**src/inc/dps_pkg.sv**
```systemverilog
package dps_pkg;
	// Clock and timing
	localparam int CLK_HZ = 50_000_000;
	localparam int CLK_NS = 20;
	localparam int PG_MS = 3;
	localparam int PG_CYCLES = PG_MS * (CLK_HZ / 1000);
	localparam int MIN_OFF_NS = 400;
	localparam int MIN_OFF_CYC = (MIN_OFF_NS + CLK_NS - 1) / CLK_NS;
	localparam int FAST_SHIFT = 2;
	// Widths
	localparam int TW = 6;
	localparam int IRQ_W = 3;
	// Register offsets
	localparam logic [7:0] A_SLEW = 8'h00;
	localparam logic [7:0] A_TON = 8'h04;
	localparam logic [7:0] A_PER = 8'h08;
	localparam logic [7:0] A_STAT = 8'h0C;
	localparam logic [7:0] A_ISR = 8'h10;
	localparam logic [7:0] A_IMR = 8'h14;
	// Reset values
	localparam logic [15:0] SLEW_RST = 16'h0064;
	localparam logic [11:0] TON_RST = 12'h0C8;
	localparam logic [15:0] PER_RST = 16'h03E8;
	// Code to target step bases
	localparam logic [TW-1:0] VID_BASE = 6'h1B;
	localparam logic [TW-1:0] SUS_BASE = 6'h10;
	// Interrupt bits
	localparam int IRQ_PG = 0;
	localparam int IRQ_OVL = 1;
	localparam int IRQ_OFF = 2;
	// Bus responses
	localparam logic [1:0] RESP_OK = 2'h0;
	localparam logic [1:0] RESP_ERR = 2'h2;
	// Sequencer states
	typedef enum logic [2:0] {
		SQ_OFF = 3'b000,
		SQ_REF = 3'b001,
		SQ_RAMP = 3'b010,
		SQ_PGW = 3'b011,
		SQ_RUN = 3'b100,
		SQ_SHUT = 3'b101
	} dps_seq_e;
	// Phase scheduler states
	typedef enum logic [1:0] {
		PH_WAIT = 2'b00,
		PH_ON = 2'b01,
		PH_OFF = 2'b10
	} dps_ph_e;
endpackage : dps_pkg

```
**src/inc/dps_ph_if.sv**
```systemverilog
`timescale 1ns/1ns
interface dps_ph_if;
	logic run;
	logic skip;
	logic above;
	logic [11:0] ton;
	logic [15:0] half;
	logic dh_m;
	logic dh_s;
	logic dl_m;
	logic dl_s;
	logic ovl;
	modport ctl (output run, skip, above, ton, half, input dh_m, dh_s, dl_m, dl_s, ovl);
	modport ph (input run, skip, above, ton, half, output dh_m, dh_s, dl_m, dl_s, ovl);
endinterface : dps_ph_if

```
**src/hdl/dps_slew.sv**
```systemverilog
`timescale 1ns/1ns
module dps_slew (
	// Clock and reset
	input wire logic clk,
	input wire logic reset_n,
	// Control
	input wire logic [15:0] div,
	input wire logic fast,
	input wire logic [dps_pkg::TW-1:0] goal,
	// Status
	output logic [dps_pkg::TW-1:0] target,
	output logic at_goal
);
	import dps_pkg::*;
	logic [15:0] cnt_q, cnt_d;
	logic [TW-1:0] tgt_q, tgt_d;
	logic [15:0] per;
	logic tick;

	////////////////////////////////////////////////////////////////
	// Tick divider, divide value quartered (shifted right by two) while shutting down
	always_comb begin
		per = fast ? (div >> FAST_SHIFT) : div;
		tick = (cnt_q >= per);
		cnt_d = tick ? 16'h0000 : cnt_q + 16'h0001;
		tgt_d = tgt_q;
		if (tick && tgt_q < goal) begin
			tgt_d = tgt_q + 6'h01;
		end else if (tick && tgt_q > goal) begin
			tgt_d = tgt_q - 6'h01;
		end
	end

	// State registers
	always_ff @(posedge clk or negedge reset_n) begin
		if (!reset_n) begin
			cnt_q <= 16'h0000;
			tgt_q <= 6'h00;
		end else begin
			cnt_q <= cnt_d;
			tgt_q <= tgt_d;
		end
	end

	assign target = tgt_q;
	assign at_goal = (tgt_q == goal);
endmodule : dps_slew

```
**src/hdl/dps_phase.sv**
```systemverilog
`timescale 1ns/1ns
module dps_phase (
	// Clock and reset
	input wire logic clk,
	input wire logic reset_n,
	// Controller side
	dps_ph_if.ph p
);
	import dps_pkg::*;
	dps_ph_e st_q, st_d;
	logic [15:0] cnt_q, cnt_d;
	logic [15:0] slot_q, slot_d;
	logic both_q, both_d;
	logic sel_q, sel_d;
	logic last_q, last_d;
	logic ovl_q, ovl_d;
	logic dhm_q, dhm_d;
	logic dhs_q, dhs_d;
	logic off_end;

	////////////////////////////////////////////////////////////////
	// Pulse scheduling; sel is the next single phase, 1 = secondary
	always_comb begin
		st_d = st_q;
		cnt_d = cnt_q;
		both_d = both_q;
		sel_d = sel_q;
		last_d = last_q;
		ovl_d = ovl_q;
		off_end = (st_q == PH_OFF) && (cnt_q <= 16'h0001);
		slot_d = (slot_q == 16'hFFFF) ? slot_q : slot_q + 16'h0001;
		case (st_q)
			PH_WAIT: begin
				// Half-period slot; skip mode waits for output to sag
				if (slot_q >= p.half && !(p.skip && p.above)) begin
					st_d = PH_ON;
					cnt_d = {4'h0, p.ton};
					both_d = 1'b0;
					last_d = sel_q;
					sel_d = ~sel_q;
					slot_d = 16'h0000;
				end
			end
			PH_ON: begin
				if (cnt_q <= 16'h0001) begin
					st_d = PH_OFF;
					cnt_d = 16'(MIN_OFF_CYC);
				end else begin
					cnt_d = cnt_q - 16'h0001;
				end
			end
			PH_OFF: begin
				if (!off_end) begin
					cnt_d = cnt_q - 16'h0001;
				end else if (!p.above) begin
					st_d = PH_ON;
					cnt_d = {4'h0, p.ton};
					both_d = 1'b1;
					ovl_d = 1'b1;
				end else begin
					st_d = PH_WAIT;
					if (ovl_q) begin
						ovl_d = 1'b0;
						sel_d = ~last_q;
					end
				end
			end
			default: st_d = PH_WAIT;
		endcase
		if (!p.run) begin
			st_d = PH_WAIT;
			both_d = 1'b0;
			ovl_d = 1'b0;
		end
		dhm_d = (st_d == PH_ON) && (both_d || !last_d);
		dhs_d = (st_d == PH_ON) && (both_d || last_d);
	end

	// State registers
	always_ff @(posedge clk or negedge reset_n) begin
		if (!reset_n) begin
			st_q <= PH_WAIT;
			cnt_q <= 16'h0000;
			slot_q <= 16'h0000;
			both_q <= 1'b0;
			sel_q <= 1'b0;
			last_q <= 1'b1;
			ovl_q <= 1'b0;
			dhm_q <= 1'b0;
			dhs_q <= 1'b0;
		end else begin
			st_q <= st_d;
			cnt_q <= cnt_d;
			slot_q <= slot_d;
			both_q <= both_d;
			sel_q <= sel_d;
			last_q <= last_d;
			ovl_q <= ovl_d;
			dhm_q <= dhm_d;
			dhs_q <= dhs_d;
		end
	end

	// Low sides are the complement; both high while idle
	assign p.dh_m = dhm_q;
	assign p.dh_s = dhs_q;
	assign p.dl_m = ~dhm_q;
	assign p.dl_s = ~dhs_q;
	assign p.ovl = ovl_q;
endmodule : dps_phase

```
**src/hdl/dps_top.sv**
```systemverilog
`timescale 1ns/1ns
module dps_top #(
	parameter int PG_CYC = dps_pkg::PG_CYCLES
) (
	// Clock and reset
	input wire logic clk,
	input wire logic reset_n,
	// AXI4-Lite write
	input wire logic [7:0] s_axi_awaddr,
	input wire logic s_axi_awvalid,
	output logic s_axi_awready,
	input wire logic [31:0] s_axi_wdata,
	input wire logic [3:0] s_axi_wstrb,
	input wire logic s_axi_wvalid,
	output logic s_axi_wready,
	output logic [1:0] s_axi_bresp,
	output logic s_axi_bvalid,
	input wire logic s_axi_bready,
	// AXI4-Lite read
	input wire logic [7:0] s_axi_araddr,
	input wire logic s_axi_arvalid,
	output logic s_axi_arready,
	output logic [31:0] s_axi_rdata,
	output logic [1:0] s_axi_rresp,
	output logic s_axi_rvalid,
	input wire logic s_axi_rready,
	// Pins in
	input wire logic shutdown_n_input,
	input wire logic skip_sel,
	input wire logic suspend_sel,
	input wire logic [4:0] vid_code_inputs,
	input wire logic [3:0] suspend_code_inputs,
	input wire logic ref_ok,
	input wire logic out_above_reg,
	// Pins out
	output logic ref_enable,
	output logic dh_main,
	output logic dh_sec,
	output logic dl_main,
	output logic dl_sec,
	output logic regulator_power_good,
	output logic irq
);
	import dps_pkg::*;

	////////////////////////////////////////////////////////////////
	// Pin synchronisers
	logic [13:0] sy1_q;
	logic [13:0] sy2_q;
	logic shutdown_n_input_s, skip_s, sus_s, ref_s, above_s;
	logic [4:0] vid_s;
	logic [3:0] susc_s;

	// Two flops ahead of any logic
	always_ff @(posedge clk or negedge reset_n) begin
		if (!reset_n) begin
			sy1_q <= 14'h0000;
			sy2_q <= 14'h0000;
		end else begin
			sy1_q <= {shutdown_n_input, skip_sel, suspend_sel, vid_code_inputs,
				suspend_code_inputs, ref_ok, out_above_reg};
			sy2_q <= sy1_q;
		end
	end

	assign {shutdown_n_input_s, skip_s, sus_s, vid_s, susc_s, ref_s, above_s} = sy2_q;

	////////////////////////////////////////////////////////////////
	// Sequencer
	dps_seq_e seq_q, seq_d;
	logic [31:0] pgc_q, pgc_d;
	logic [TW-1:0] goal_q, goal_d;
	logic pg_q, pg_d;
	logic ref_q, ref_d;
	logic [TW-1:0] sel_code;
	logic [TW-1:0] target;
	logic at_goal;

	// Power-up, hold-off and shutdown sequence
	always_comb begin
		seq_d = seq_q;
		pgc_d = pgc_q;
		goal_d = goal_q;
		pg_d = pg_q;
		sel_code = sus_s ? SUS_BASE + {2'h0, susc_s} : VID_BASE + {1'h0, vid_s};
		case (seq_q)
			SQ_OFF: begin
				if (shutdown_n_input_s) begin
					seq_d = SQ_REF;
				end
			end
			SQ_REF: begin
				if (ref_s) begin
					seq_d = SQ_RAMP;
					goal_d = sel_code;
				end
			end
			SQ_RAMP: begin
				goal_d = sel_code;
				if (at_goal) begin
					seq_d = SQ_PGW;
					pgc_d = 32'h0000_0000;
				end
			end
			SQ_PGW: begin
				goal_d = sel_code;
				if (!at_goal) begin
					pgc_d = 32'h0000_0000;
				end else if (pgc_q >= 32'(PG_CYC - 1)) begin
					seq_d = SQ_RUN;
					pg_d = 1'b1;
				end else begin
					pgc_d = pgc_q + 32'h0000_0001;
				end
			end
			SQ_RUN: goal_d = sel_code;
			SQ_SHUT: begin
				goal_d = {TW{1'b0}};
				if (at_goal) begin
					seq_d = SQ_OFF;
				end
			end
			default: seq_d = SQ_OFF;
		endcase
		if (!shutdown_n_input_s && seq_q != SQ_OFF && seq_q != SQ_SHUT) begin
			seq_d = SQ_SHUT;
			goal_d = {TW{1'b0}};
			pg_d = 1'b0;
		end
		ref_d = (seq_d != SQ_OFF);
	end

	// Sequencer registers
	always_ff @(posedge clk or negedge reset_n) begin
		if (!reset_n) begin
			seq_q <= SQ_OFF;
			pgc_q <= 32'h0000_0000;
			goal_q <= {TW{1'b0}};
			pg_q <= 1'b0;
			ref_q <= 1'b0;
		end else begin
			seq_q <= seq_d;
			pgc_q <= pgc_d;
			goal_q <= goal_d;
			pg_q <= pg_d;
			ref_q <= ref_d;
		end
	end

	////////////////////////////////////////////////////////////////
	// Slew ramp and phase scheduler
	logic [15:0] slew_q, slew_d;
	logic [11:0] ton_q, ton_d;
	logic [15:0] per_q, per_d;
	dps_ph_if ph ();

	dps_slew u_slew (
		.clk(clk),
		.reset_n(reset_n),
		.div(slew_q),
		.fast(seq_q == SQ_SHUT),
		.goal(goal_q),
		.target(target),
		.at_goal(at_goal)
	);

	// Switching from reference-ready until the target is back at zero
	assign ph.run = (seq_q == SQ_RAMP || seq_q == SQ_PGW || seq_q == SQ_RUN)
		|| (seq_q == SQ_SHUT && target != {TW{1'b0}});
	assign ph.skip = ~skip_s;
	assign ph.above = above_s;
	assign ph.ton = ton_q;
	assign ph.half = per_q >> 1;

	dps_phase u_phase (
		.clk(clk),
		.reset_n(reset_n),
		.p(ph)
	);

	////////////////////////////////////////////////////////////////
	// Register bus
	logic aw_have_q, aw_have_d;
	logic w_have_q, w_have_d;
	logic [7:0] awaddr_q, awaddr_d;
	logic [31:0] wdata_q, wdata_d;
	logic [3:0] wstrb_q, wstrb_d;
	logic bvalid_q, bvalid_d;
	logic [1:0] bresp_q, bresp_d;
	logic rvalid_q, rvalid_d;
	logic [31:0] rdata_q, rdata_d;
	logic [1:0] rresp_q, rresp_d;
	logic [IRQ_W-1:0] isr_q, isr_d;
	logic [IRQ_W-1:0] imr_q, imr_d;
	logic irq_q, irq_d;
	logic ovl_p_q;
	logic do_wr;
	logic [31:0] m;
	logic [IRQ_W-1:0] ev;

	// Address decode, shared by read and write
	function automatic logic mapped(input logic [7:0] a);
		mapped = (a == A_SLEW) || (a == A_TON) || (a == A_PER)
			|| (a == A_STAT) || (a == A_ISR) || (a == A_IMR);
	endfunction : mapped

	// Bus channels, registers and interrupt status
	always_comb begin
		aw_have_d = aw_have_q;
		w_have_d = w_have_q;
		awaddr_d = awaddr_q;
		wdata_d = wdata_q;
		wstrb_d = wstrb_q;
		bvalid_d = bvalid_q;
		bresp_d = bresp_q;
		rvalid_d = rvalid_q;
		rdata_d = rdata_q;
		rresp_d = rresp_q;
		slew_d = slew_q;
		ton_d = ton_q;
		per_d = per_q;
		imr_d = imr_q;
		m = {{8{wstrb_q[3]}}, {8{wstrb_q[2]}}, {8{wstrb_q[1]}}, {8{wstrb_q[0]}}};
		do_wr = aw_have_q && w_have_q && !bvalid_q;
		if (s_axi_awvalid && s_axi_awready) begin
			aw_have_d = 1'b1;
			awaddr_d = s_axi_awaddr;
		end
		if (s_axi_wvalid && s_axi_wready) begin
			w_have_d = 1'b1;
			wdata_d = s_axi_wdata;
			wstrb_d = s_axi_wstrb;
		end
		if (s_axi_bvalid && s_axi_bready) begin
			bvalid_d = 1'b0;
		end
		// Hardware events set; set wins over write-one clear
		ev[IRQ_PG] = pg_d && !pg_q;
		ev[IRQ_OVL] = ph.ovl && !ovl_p_q;
		ev[IRQ_OFF] = (seq_q == SQ_SHUT) && (seq_d == SQ_OFF);
		isr_d = isr_q;
		if (do_wr) begin
			aw_have_d = 1'b0;
			w_have_d = 1'b0;
			bvalid_d = 1'b1;
			bresp_d = mapped(awaddr_q) ? RESP_OK : RESP_ERR;
			case (awaddr_q)
				A_SLEW: slew_d = (slew_q & ~m[15:0]) | (wdata_q[15:0] & m[15:0]);
				A_TON: ton_d = (ton_q & ~m[11:0]) | (wdata_q[11:0] & m[11:0]);
				A_PER: per_d = (per_q & ~m[15:0]) | (wdata_q[15:0] & m[15:0]);
				A_ISR: isr_d = isr_q & ~(wdata_q[IRQ_W-1:0] & m[IRQ_W-1:0]);
				A_IMR: imr_d = (imr_q & ~m[IRQ_W-1:0]) | (wdata_q[IRQ_W-1:0] & m[IRQ_W-1:0]);
				default: bresp_d = bresp_d;
			endcase
		end
		isr_d = isr_d | ev;
		irq_d = |(isr_d & imr_d);
		if (s_axi_rvalid && s_axi_rready) begin
			rvalid_d = 1'b0;
		end
		if (s_axi_arvalid && s_axi_arready) begin
			rvalid_d = 1'b1;
			rresp_d = mapped(s_axi_araddr) ? RESP_OK : RESP_ERR;
			case (s_axi_araddr)
				A_SLEW: rdata_d = {16'h0000, slew_q};
				A_TON: rdata_d = {20'h00000, ton_q};
				A_PER: rdata_d = {16'h0000, per_q};
				A_STAT: rdata_d = {16'h0000, 2'h0, target, seq_q, ref_q, ph.ovl, pg_q, above_s, shutdown_n_input_s};
				A_ISR: rdata_d = {29'h00000000, isr_q};
				A_IMR: rdata_d = {29'h00000000, imr_q};
				default: rdata_d = 32'h0000_0000;
			endcase
		end
	end

	// Bus and register flops
	always_ff @(posedge clk or negedge reset_n) begin
		if (!reset_n) begin
			aw_have_q <= 1'b0;
			w_have_q <= 1'b0;
			awaddr_q <= 8'h00;
			wdata_q <= 32'h0000_0000;
			wstrb_q <= 4'h0;
			bvalid_q <= 1'b0;
			bresp_q <= RESP_OK;
			rvalid_q <= 1'b0;
			rdata_q <= 32'h0000_0000;
			rresp_q <= RESP_OK;
			slew_q <= SLEW_RST;
			ton_q <= TON_RST;
			per_q <= PER_RST;
			isr_q <= 3'h0;
			imr_q <= 3'h0;
			irq_q <= 1'b0;
			ovl_p_q <= 1'b0;
		end else begin
			aw_have_q <= aw_have_d;
			w_have_q <= w_have_d;
			awaddr_q <= awaddr_d;
			wdata_q <= wdata_d;
			wstrb_q <= wstrb_d;
			bvalid_q <= bvalid_d;
			bresp_q <= bresp_d;
			rvalid_q <= rvalid_d;
			rdata_q <= rdata_d;
			rresp_q <= rresp_d;
			slew_q <= slew_d;
			ton_q <= ton_d;
			per_q <= per_d;
			isr_q <= isr_d;
			imr_q <= imr_d;
			irq_q <= irq_d;
			ovl_p_q <= ph.ovl;
		end
	end

	// Outputs
	assign s_axi_awready = !aw_have_q;
	assign s_axi_wready = !w_have_q;
	assign s_axi_bvalid = bvalid_q;
	assign s_axi_bresp = bresp_q;
	assign s_axi_arready = !rvalid_q;
	assign s_axi_rvalid = rvalid_q;
	assign s_axi_rdata = rdata_q;
	assign s_axi_rresp = rresp_q;
	assign ref_enable = ref_q;
	assign regulator_power_good = pg_q;
	assign dh_main = ph.dh_m;
	assign dh_sec = ph.dh_s;
	assign dl_main = ph.dl_m;
	assign dl_sec = ph.dl_s;
	assign irq = irq_q;
endmodule : dps_top

```
**config.mk**
```make
export PLATFORM = sky130hd
export DESIGN_NAME = dps_top
export DESIGN_NICKNAME = d
export VERILOG_FILES = /design/src/inc/dps_pkg.sv /design/src/inc/dps_ph_if.sv /design/src/hdl/dps_slew.sv /design/src/hdl/dps_phase.sv /design/src/hdl/dps_top.sv
export SDC_FILE = /design/constraint.sdc
export NUM_CORES = 1
export LEC_CHECK = 0
export ABC_AREA = 1
export BUFFER_PORTS_ARGS = -buffer_cell sky130_fd_sc_hd__buf_2
export CAP_MARGIN = 20
export CORE_ASPECT_RATIO = 2
export CORE_MARGIN = 2
export CORE_UTILIZATION = 40
export DETAILED_ROUTE_END_ITERATION = 8
export PLACE_DENSITY = 0.65
export SKIP_CTS_REPAIR_TIMING = 1
export SLEW_MARGIN = 5
export SYNTH_ARGS = -nofsm -noshare
export SYNTH_HDL_FRONTEND = slang
export SYNTH_SLANG_ARGS = --single-unit
```
**constraint.sdc**
```tcl
create_clock -name clk -period 10.4 [get_ports clk]
set_input_delay 0.52 -clock clk [delete_from_list [all_inputs] [get_ports clk]]
set_output_delay 0.52 -clock clk [all_outputs]
set_load 0.01 [all_outputs]
```
---- Yosys cells after proc, flatten, opt, wreduce, memory -nomap -nowiden ----
Index checks and enable logic that the tools add are counted.
storage, ports and cells
  flip-flop bits (word level) ............. 251
cells by class
  $add $sub $neg .......................... 8
  magnitude comparators ................... 6
  equality and inequality tests ........... 31
  mux-type cells .......................... 69
  bitwise gates (word level) .............. 23
  reductions and logical operators ........ 71
operators with widths
  kind                                                                  number
  two-way mux 16 bit                                                    9
  two-way mux 32 bit                                                    3
  case mux 16 bit (6 select lines)                                      1
  case mux 32 bit (2 select lines)                                      1
  AND 16 bit                                                            3
  case mux 16 bit (3 select lines)                                      1
  two-way mux 3 bit                                                     11
  adder 16 x 1 -> 16 bit (second input constant)                        2
  adder 32 x 1 -> 32 bit (second input constant)                        1
  equality test 8 x 4 -> 1 bit (second input constant)                  4
  equality test 8 x 5 -> 1 bit (second input constant)                  4
  greater-or-equal comparator 32 x 18 -> 1 bit (second input constant)  1
  OR 16 bit                                                             2
  two-way mux 6 bit                                                     5
  two-way mux 1 bit                                                     27
  AND 12 bit                                                            2
  logical AND 1 bit                                                     20
  case mux 3 bit (6 select lines)                                       1
  case mux 6 bit (3 select lines)                                       1
  equality test 16 bit (second input constant)                          1
  equality test 8 x 3 -> 1 bit (second input constant)                  2
  greater-or-equal comparator 16 x 15 -> 1 bit                          1
  greater-or-equal comparator 16 bit                                    1
  less-or-equal comparator 16 x 1 -> 1 bit (second input constant)      1
  other kinds (39)                                                      103

---- Depth between registers and ports, before layout ----
  depth after elaboration ................. 10
  gate-level depth with buffers ........... 24
  mapped depth without buffers ............ 22

---- Hierarchy ----
A second synthesis with hierarchy kept.
second synthesis, totals
  cell total of the unflattened synthesis .. 1476
  area, all modules ....................... 12410.7 µm²
modules (own cells, without submodules)
  module     times used  cells each  area an instance (µm²)
  dps_top    1           804         7428.4
  dps_phase  1           422         3074.2
  dps_slew   1           250         1908.1

---- Worst setup path after synthesis ----
No wires, ideal clock.
  path type ............................... flip-flop to flip-flop
  start point ............................. register seq_q[2]
  end point ............................... register u_slew.tgt_q[5], in the netlist u_slew.target[5]
  library setup time ...................... 0.122 ns
  arrival ................................. 3.705 ns
  data required time ...................... 10.278 ns
  slack ................................... 6.573 ns
  stages on the path, launching flop included .. 24
  buffers on the path ..................... 3
  period minus slack after synthesis ...... 3.827 ns
  path through ............................ dfrtp_1 inv_1 nor3_1 buf_2 buf_1 o21ai_0 ha_1 a21oi_1 o21ai_0 nand2_1 o211ai_1 nand2_1 nand3_1 clkbuf_1 nand2_1 ha_1 a21oi_1 nand2_1 nand2_1 nand2_1 a21oi_1 xor2_1 nand2_1 xor2_1
between the ends
  cells in the longest elaborated chain, start to end .. 5
  elaborated cells on any way between the ends .. 7
  classes of those cells .................. order compare (1); eq/ne (1); mux (2); reduce/logical (3)
RTL lines
  what                                                            RTL line                        RTL
  start: declaration                                              dps_top.sv:70                   dps_seq_e seq_q, seq_d;
  start signal: assignment                                        dps_top.sv:142                  seq_q <= seq_d;
  equality test 3 bit *                                           dps_top.sv:161                  .fast(seq_q == SQ_SHUT),
  two-way mux 16 bit *                                            dps_slew.sv:23                  per = fast ? (div >> FAST_SHIFT) : div;
  greater-or-equal comparator 16 bit *                            dps_slew.sv:24                  tick = (cnt_q >= per);
  logical AND 1 bit, on equally long branches                     dps_slew.sv:27, dps_slew.sv:29
  two-way mux 6 bit / nonzero test 2 bit (equally long branches)  --
  end signal: assignment                                          dps_slew.sv:41                  tgt_q <= tgt_d;
  end: declaration                                                dps_slew.sv:16                  logic [TW-1:0] tgt_q, tgt_d;
Every way passes the cells marked *; elsewhere a longest branch is shown, timed or not.
A chain may end at the register's enable or synchronous reset.

---- Final worst setup path ----
Ends and elaborated chain as after synthesis.

==> run_results.csv <==
group,metric,value,unit
outcome,status,"finished with violations",
outcome,violations,"negative hold slack",
synth,synth_top_family_by_area,"simple AND/OR/NAND/NOR gates",
grt,antenna_found_initial,0,
grt,top_usage_layer,"met2",
power,switching_share,41.0,%
route,routed_wl,29300,microns
synth,synth_flop_cell,"dfrtp_1",
clock_network,cts_tree,"yes",
worst_setup_path,cpPeakStageDelay,0.39,ns
clock_network,cts.reportedPaths.clkPinSlew,0.07,ns
flow_run,max-cap-violations,0,
clock_network,cts_htree_levels,1,
placed_design,dp_slack,6.29,ns
placed_design,routabilityCongestion,0.894,
grt,globalRouteOverflowTotal,0,
synth,yosysSeqAreaShare,49.1,%
sta,skew,0.0268,ns
synth,synth_edf_count,0,
synth,synth-async-reset-ratio,100,%
route,num_vias,9778,
worst_setup_path,crit_buf_inv,4,
synth,yosysWarnings,0,
synth,synthSimpleGateAreaFrac,20.7,%
power,comb_power_share,41.2,%
sta,whs,-0.0120,ns
synth,syn_inst,1438,
grt,grt_start_max_net_pins,100,
grt,gr-usage-met2,34.7,%
synth,synth_xor_area_share,2.20,%
finish,nets,1649,
sta,finalCriticalPeriod,4.13,ns
power,design_power_total,3.50,mW
placed_design,dp_hpwl,22100,microns
worst_setup_path,required,10.82,ns
route,viasPerCell,5.14,
placed_design,port_buffers,84,
finish,drive_gt1_share,11.2,%
power,clkPwrFrac,23.9,%
grt,use_met3,1.83,%
route,routedWlPerCell,15.4,microns
worst_setup_path,critical_path_class,"reg2reg",
floorplan,chipWidth,126,microns
power,sequentialPowerShare,34.9,%
worst_setup_path,critical-path-top-delay-family,"simple AND/OR/NAND/NOR gates",
sta,tightest_slew,0.841,ns
route,dr.first_iter.drc_count,548,
floorplan,die_h,248,microns
sta,setup_viol,0,
finish,final_cell_mix,"311 x nand2_1, 220 x dfrtp_1, 216 x inv_1",
route,remaining_drc_errors,0,
placed_design,dpl_cell_area,0.0126,sq mm
sta,maxSlewViolCount,0,
synth,synth_fa_ha_area_share,5.52,%
synth,synth_compound_area_share,12.6,%
placed_design,place_inst,1862,
floorplan,die-area,0.0313,sq mm
power,vdd_drop_max,0.000141,V
synth,syn_avg_cell_area,8.29,sq um
finish,fill_cells,2972,
finish,layout_commonest_cell,"nand2_1",
finish,final-instance-count-excl-fill,1904,
sta,rsz0062_at_grt,"false",
finish,finish.utilization,45.6,%
clock_network,clock-root-buffer,"clkbuf_16",
grt,grt_pass1_wl,47500,microns
finish,area_growth,12.5,%
floorplan,initial_core_util,40.5,%
clock_network,clock_sinks,233,
sta,setup-tns-final,0,ns
worst_setup_path,critPathMaxFanout,29,
sta,max_slew_margin,43.7,%
floorplan,ios,121,
synth,muxShareOfSynthArea,0.756,%
power,power_density,261,mW/mm^2
sta,finalCritPeriodShare,39.7,%
grt,use_met1,21.5,%
synth,netlist_area,0.0119,sq mm
worst_setup_path,arrival,4.55,ns
floorplan,rows,89,
power,power_leakage,6.67,nW
worst_setup_path,cp_slowest_cell,"dfrtp_1",
power,power.internal,2.06,mW
worst_setup_path,worstSetupEndpointType,"register",
finish,antenna_cells,0,
grt,grt_pass1_vias,9548,
floorplan,core_area,0.0294,sq mm
sta,fmax,0.242,GHz
route,postRouteAntennaNets,0,
sta,worst_slack,6.27,ns
clock_network,clockBufferDepth,3,
worst_setup_path,path_cells,"inv_1 -> nor3_2 -> buf_4 -> inv_1 -> nand2_1 -> o21ai_0 -> ha_1 -> nand2_1 -> nor3_1 -> nand3_1 -> nand3_1 -> buf_4 -> nand2_1 -> ha_1 -> a21oi_1 -> nand2_1 -> nand2_1 -> nand2_1 -> a21oi_1 -> xor2_1 -> nand2_1 -> xor2_1",
synth,synth.distinct_cells,50,
clock_network,insertion_delay,0.54,ns
worst_setup_path,critPathLaunchType,"register",
worst_hold_path,hp-class,"in2async",
finish,fin_area,0.0134,sq mm
sta,hold_viol_final,8,
route,firstDrtPassIters,6,
power,power.switching,1.44,mW
clock_network,cts_buffers,23,
synth,ys_ff_latch,233,
worst_setup_path,critPathMostFrequentCell,"nand2_1",
grt,grt_use_total,18.9,%
cell usage after synthesis (2+ instances only):
library cell,count,area [sq um]
a211oi_1,2,15.0
a21oi_1,75,375
a221oi_1,3,26.3
a22oi_1,2,15.0
a31oi_1,2,12.5
and3_1,5,31.3
buf_1,2,7.51
buf_2,5,25.0
buf_4,18,135
clkbuf_1,20,75.1
dfrtp_1,220,5510
dfstp_2,13,342
ha_1,51,638
inv_1,216,811
mux2_2,8,90.1
nand2_1,311,1170
nand2_2,3,18.8
nand3_1,39,195
nand4_1,22,138
nor2_1,138,518
nor2_4,4,45.0
nor3_1,37,185
nor3_2,2,20.0
nor3b_1,4,30.0
nor4_1,5,31.3
o2111ai_1,3,26.3
o211ai_1,8,60.1
o21a_1,4,30.0
o21ai_0,120,601
o22ai_1,37,231
o31ai_1,3,22.5
or2_2,10,62.6
xnor2_1,9,78.8
xor2_1,21,184
worst register-to-register path, stage by stage, from the launching register on:
cell and delay, ns:
dfrtp_1 0.39, inv_1 0.10, nor3_2 0.16, buf_4 0.30
inv_1 0.19, nand2_1 0.08, o21ai_0 0.08, ha_1 0.30
nand2_1 0.06, nor3_1 0.36, nand3_1 0.12, nand3_1 0.10
buf_4 0.23, nand2_1 0.21, ha_1 0.39, a21oi_1 0.17
nand2_1 0.07, nand2_1 0.08, nand2_1 0.06, a21oi_1 0.15
xor2_1 0.16, nand2_1 0.10, xor2_1 0.15
per-layer routing:
metal / vias to the layer above / part of all wire (%)
met4: 0 / 5.3
met3: 69 / 3.6
li1: 4791 / -
met2: 239 / 52
met5: - / 0
met1: 4679 / 39
path summary, 6_finish.rpt:
check | startpoint | end | slack [ns] | cells after the start
setup / recovery | seq_q[2]$_DFF_PN0_ | u_slew.target[5]$_DFFE_PN0P_ | 6.27 | 22
hold / removal | reset_n | sy2_q[11]$_DFF_PN0_ | -0.01 | 1
setup reg to reg | seq_q[2]$_DFF_PN0_ | u_slew.target[5]$_DFFE_PN0P_ | 6.27 | 22
hold reg to reg | sy1_q[4]$_DFF_PN0_ | sy2_q[4]$_DFF_PN0_ | 0.35 | 0
max in group asynchronous | reset_n | sy2_q[0]$_DFF_PN0_ | 8.36 | 4
min in group clk | ref_ok | sy1_q[1]$_DFF_PN0_ | 0.09 | 1
cell type report:
class	count	area, sq um	share of cell area, %
Clock buffer	30	622	4.64
Clock inverter	11	115	0.858
Timing Repair Buffer	91	503	3.75
Sequential cell	233	5850	43.6
Tap cell	364	455	3.40
Multi-Input combinational cell	957	5050	37.7
Inverter	218	818	6.10
power by group through the flow:
stage / logic [mW] / registers, mW / clock network [mW]
3_3_place_gp: 1.41 / 1.23 / 0
2_1_floorplan: 1.11 / 1.20 / 0
4_1_cts: 1.45 / 1.22 / 0.859
3_5_place_dp: 1.45 / 1.24 / 0
6_report: 1.44 / 1.22 / 0.835
5_1_grt: 1.64 / 1.24 / 0.899
cells by family (layout without fill, tap and decap cells):
logic type / count (synthesis) / count (layout)
xor gates and xnor gates: 30 / 30
buffers and inverters: 265 / 350
other: 1 / 18
DFF: 233 / 233
muxes: 8 / 8
AOI/OAI and AO/OA: 266 / 266
adders and majority gates: 52 / 52
and+or+nand+nor: 583 / 583
No activity file was read; power rests on OpenSTA's default activity.
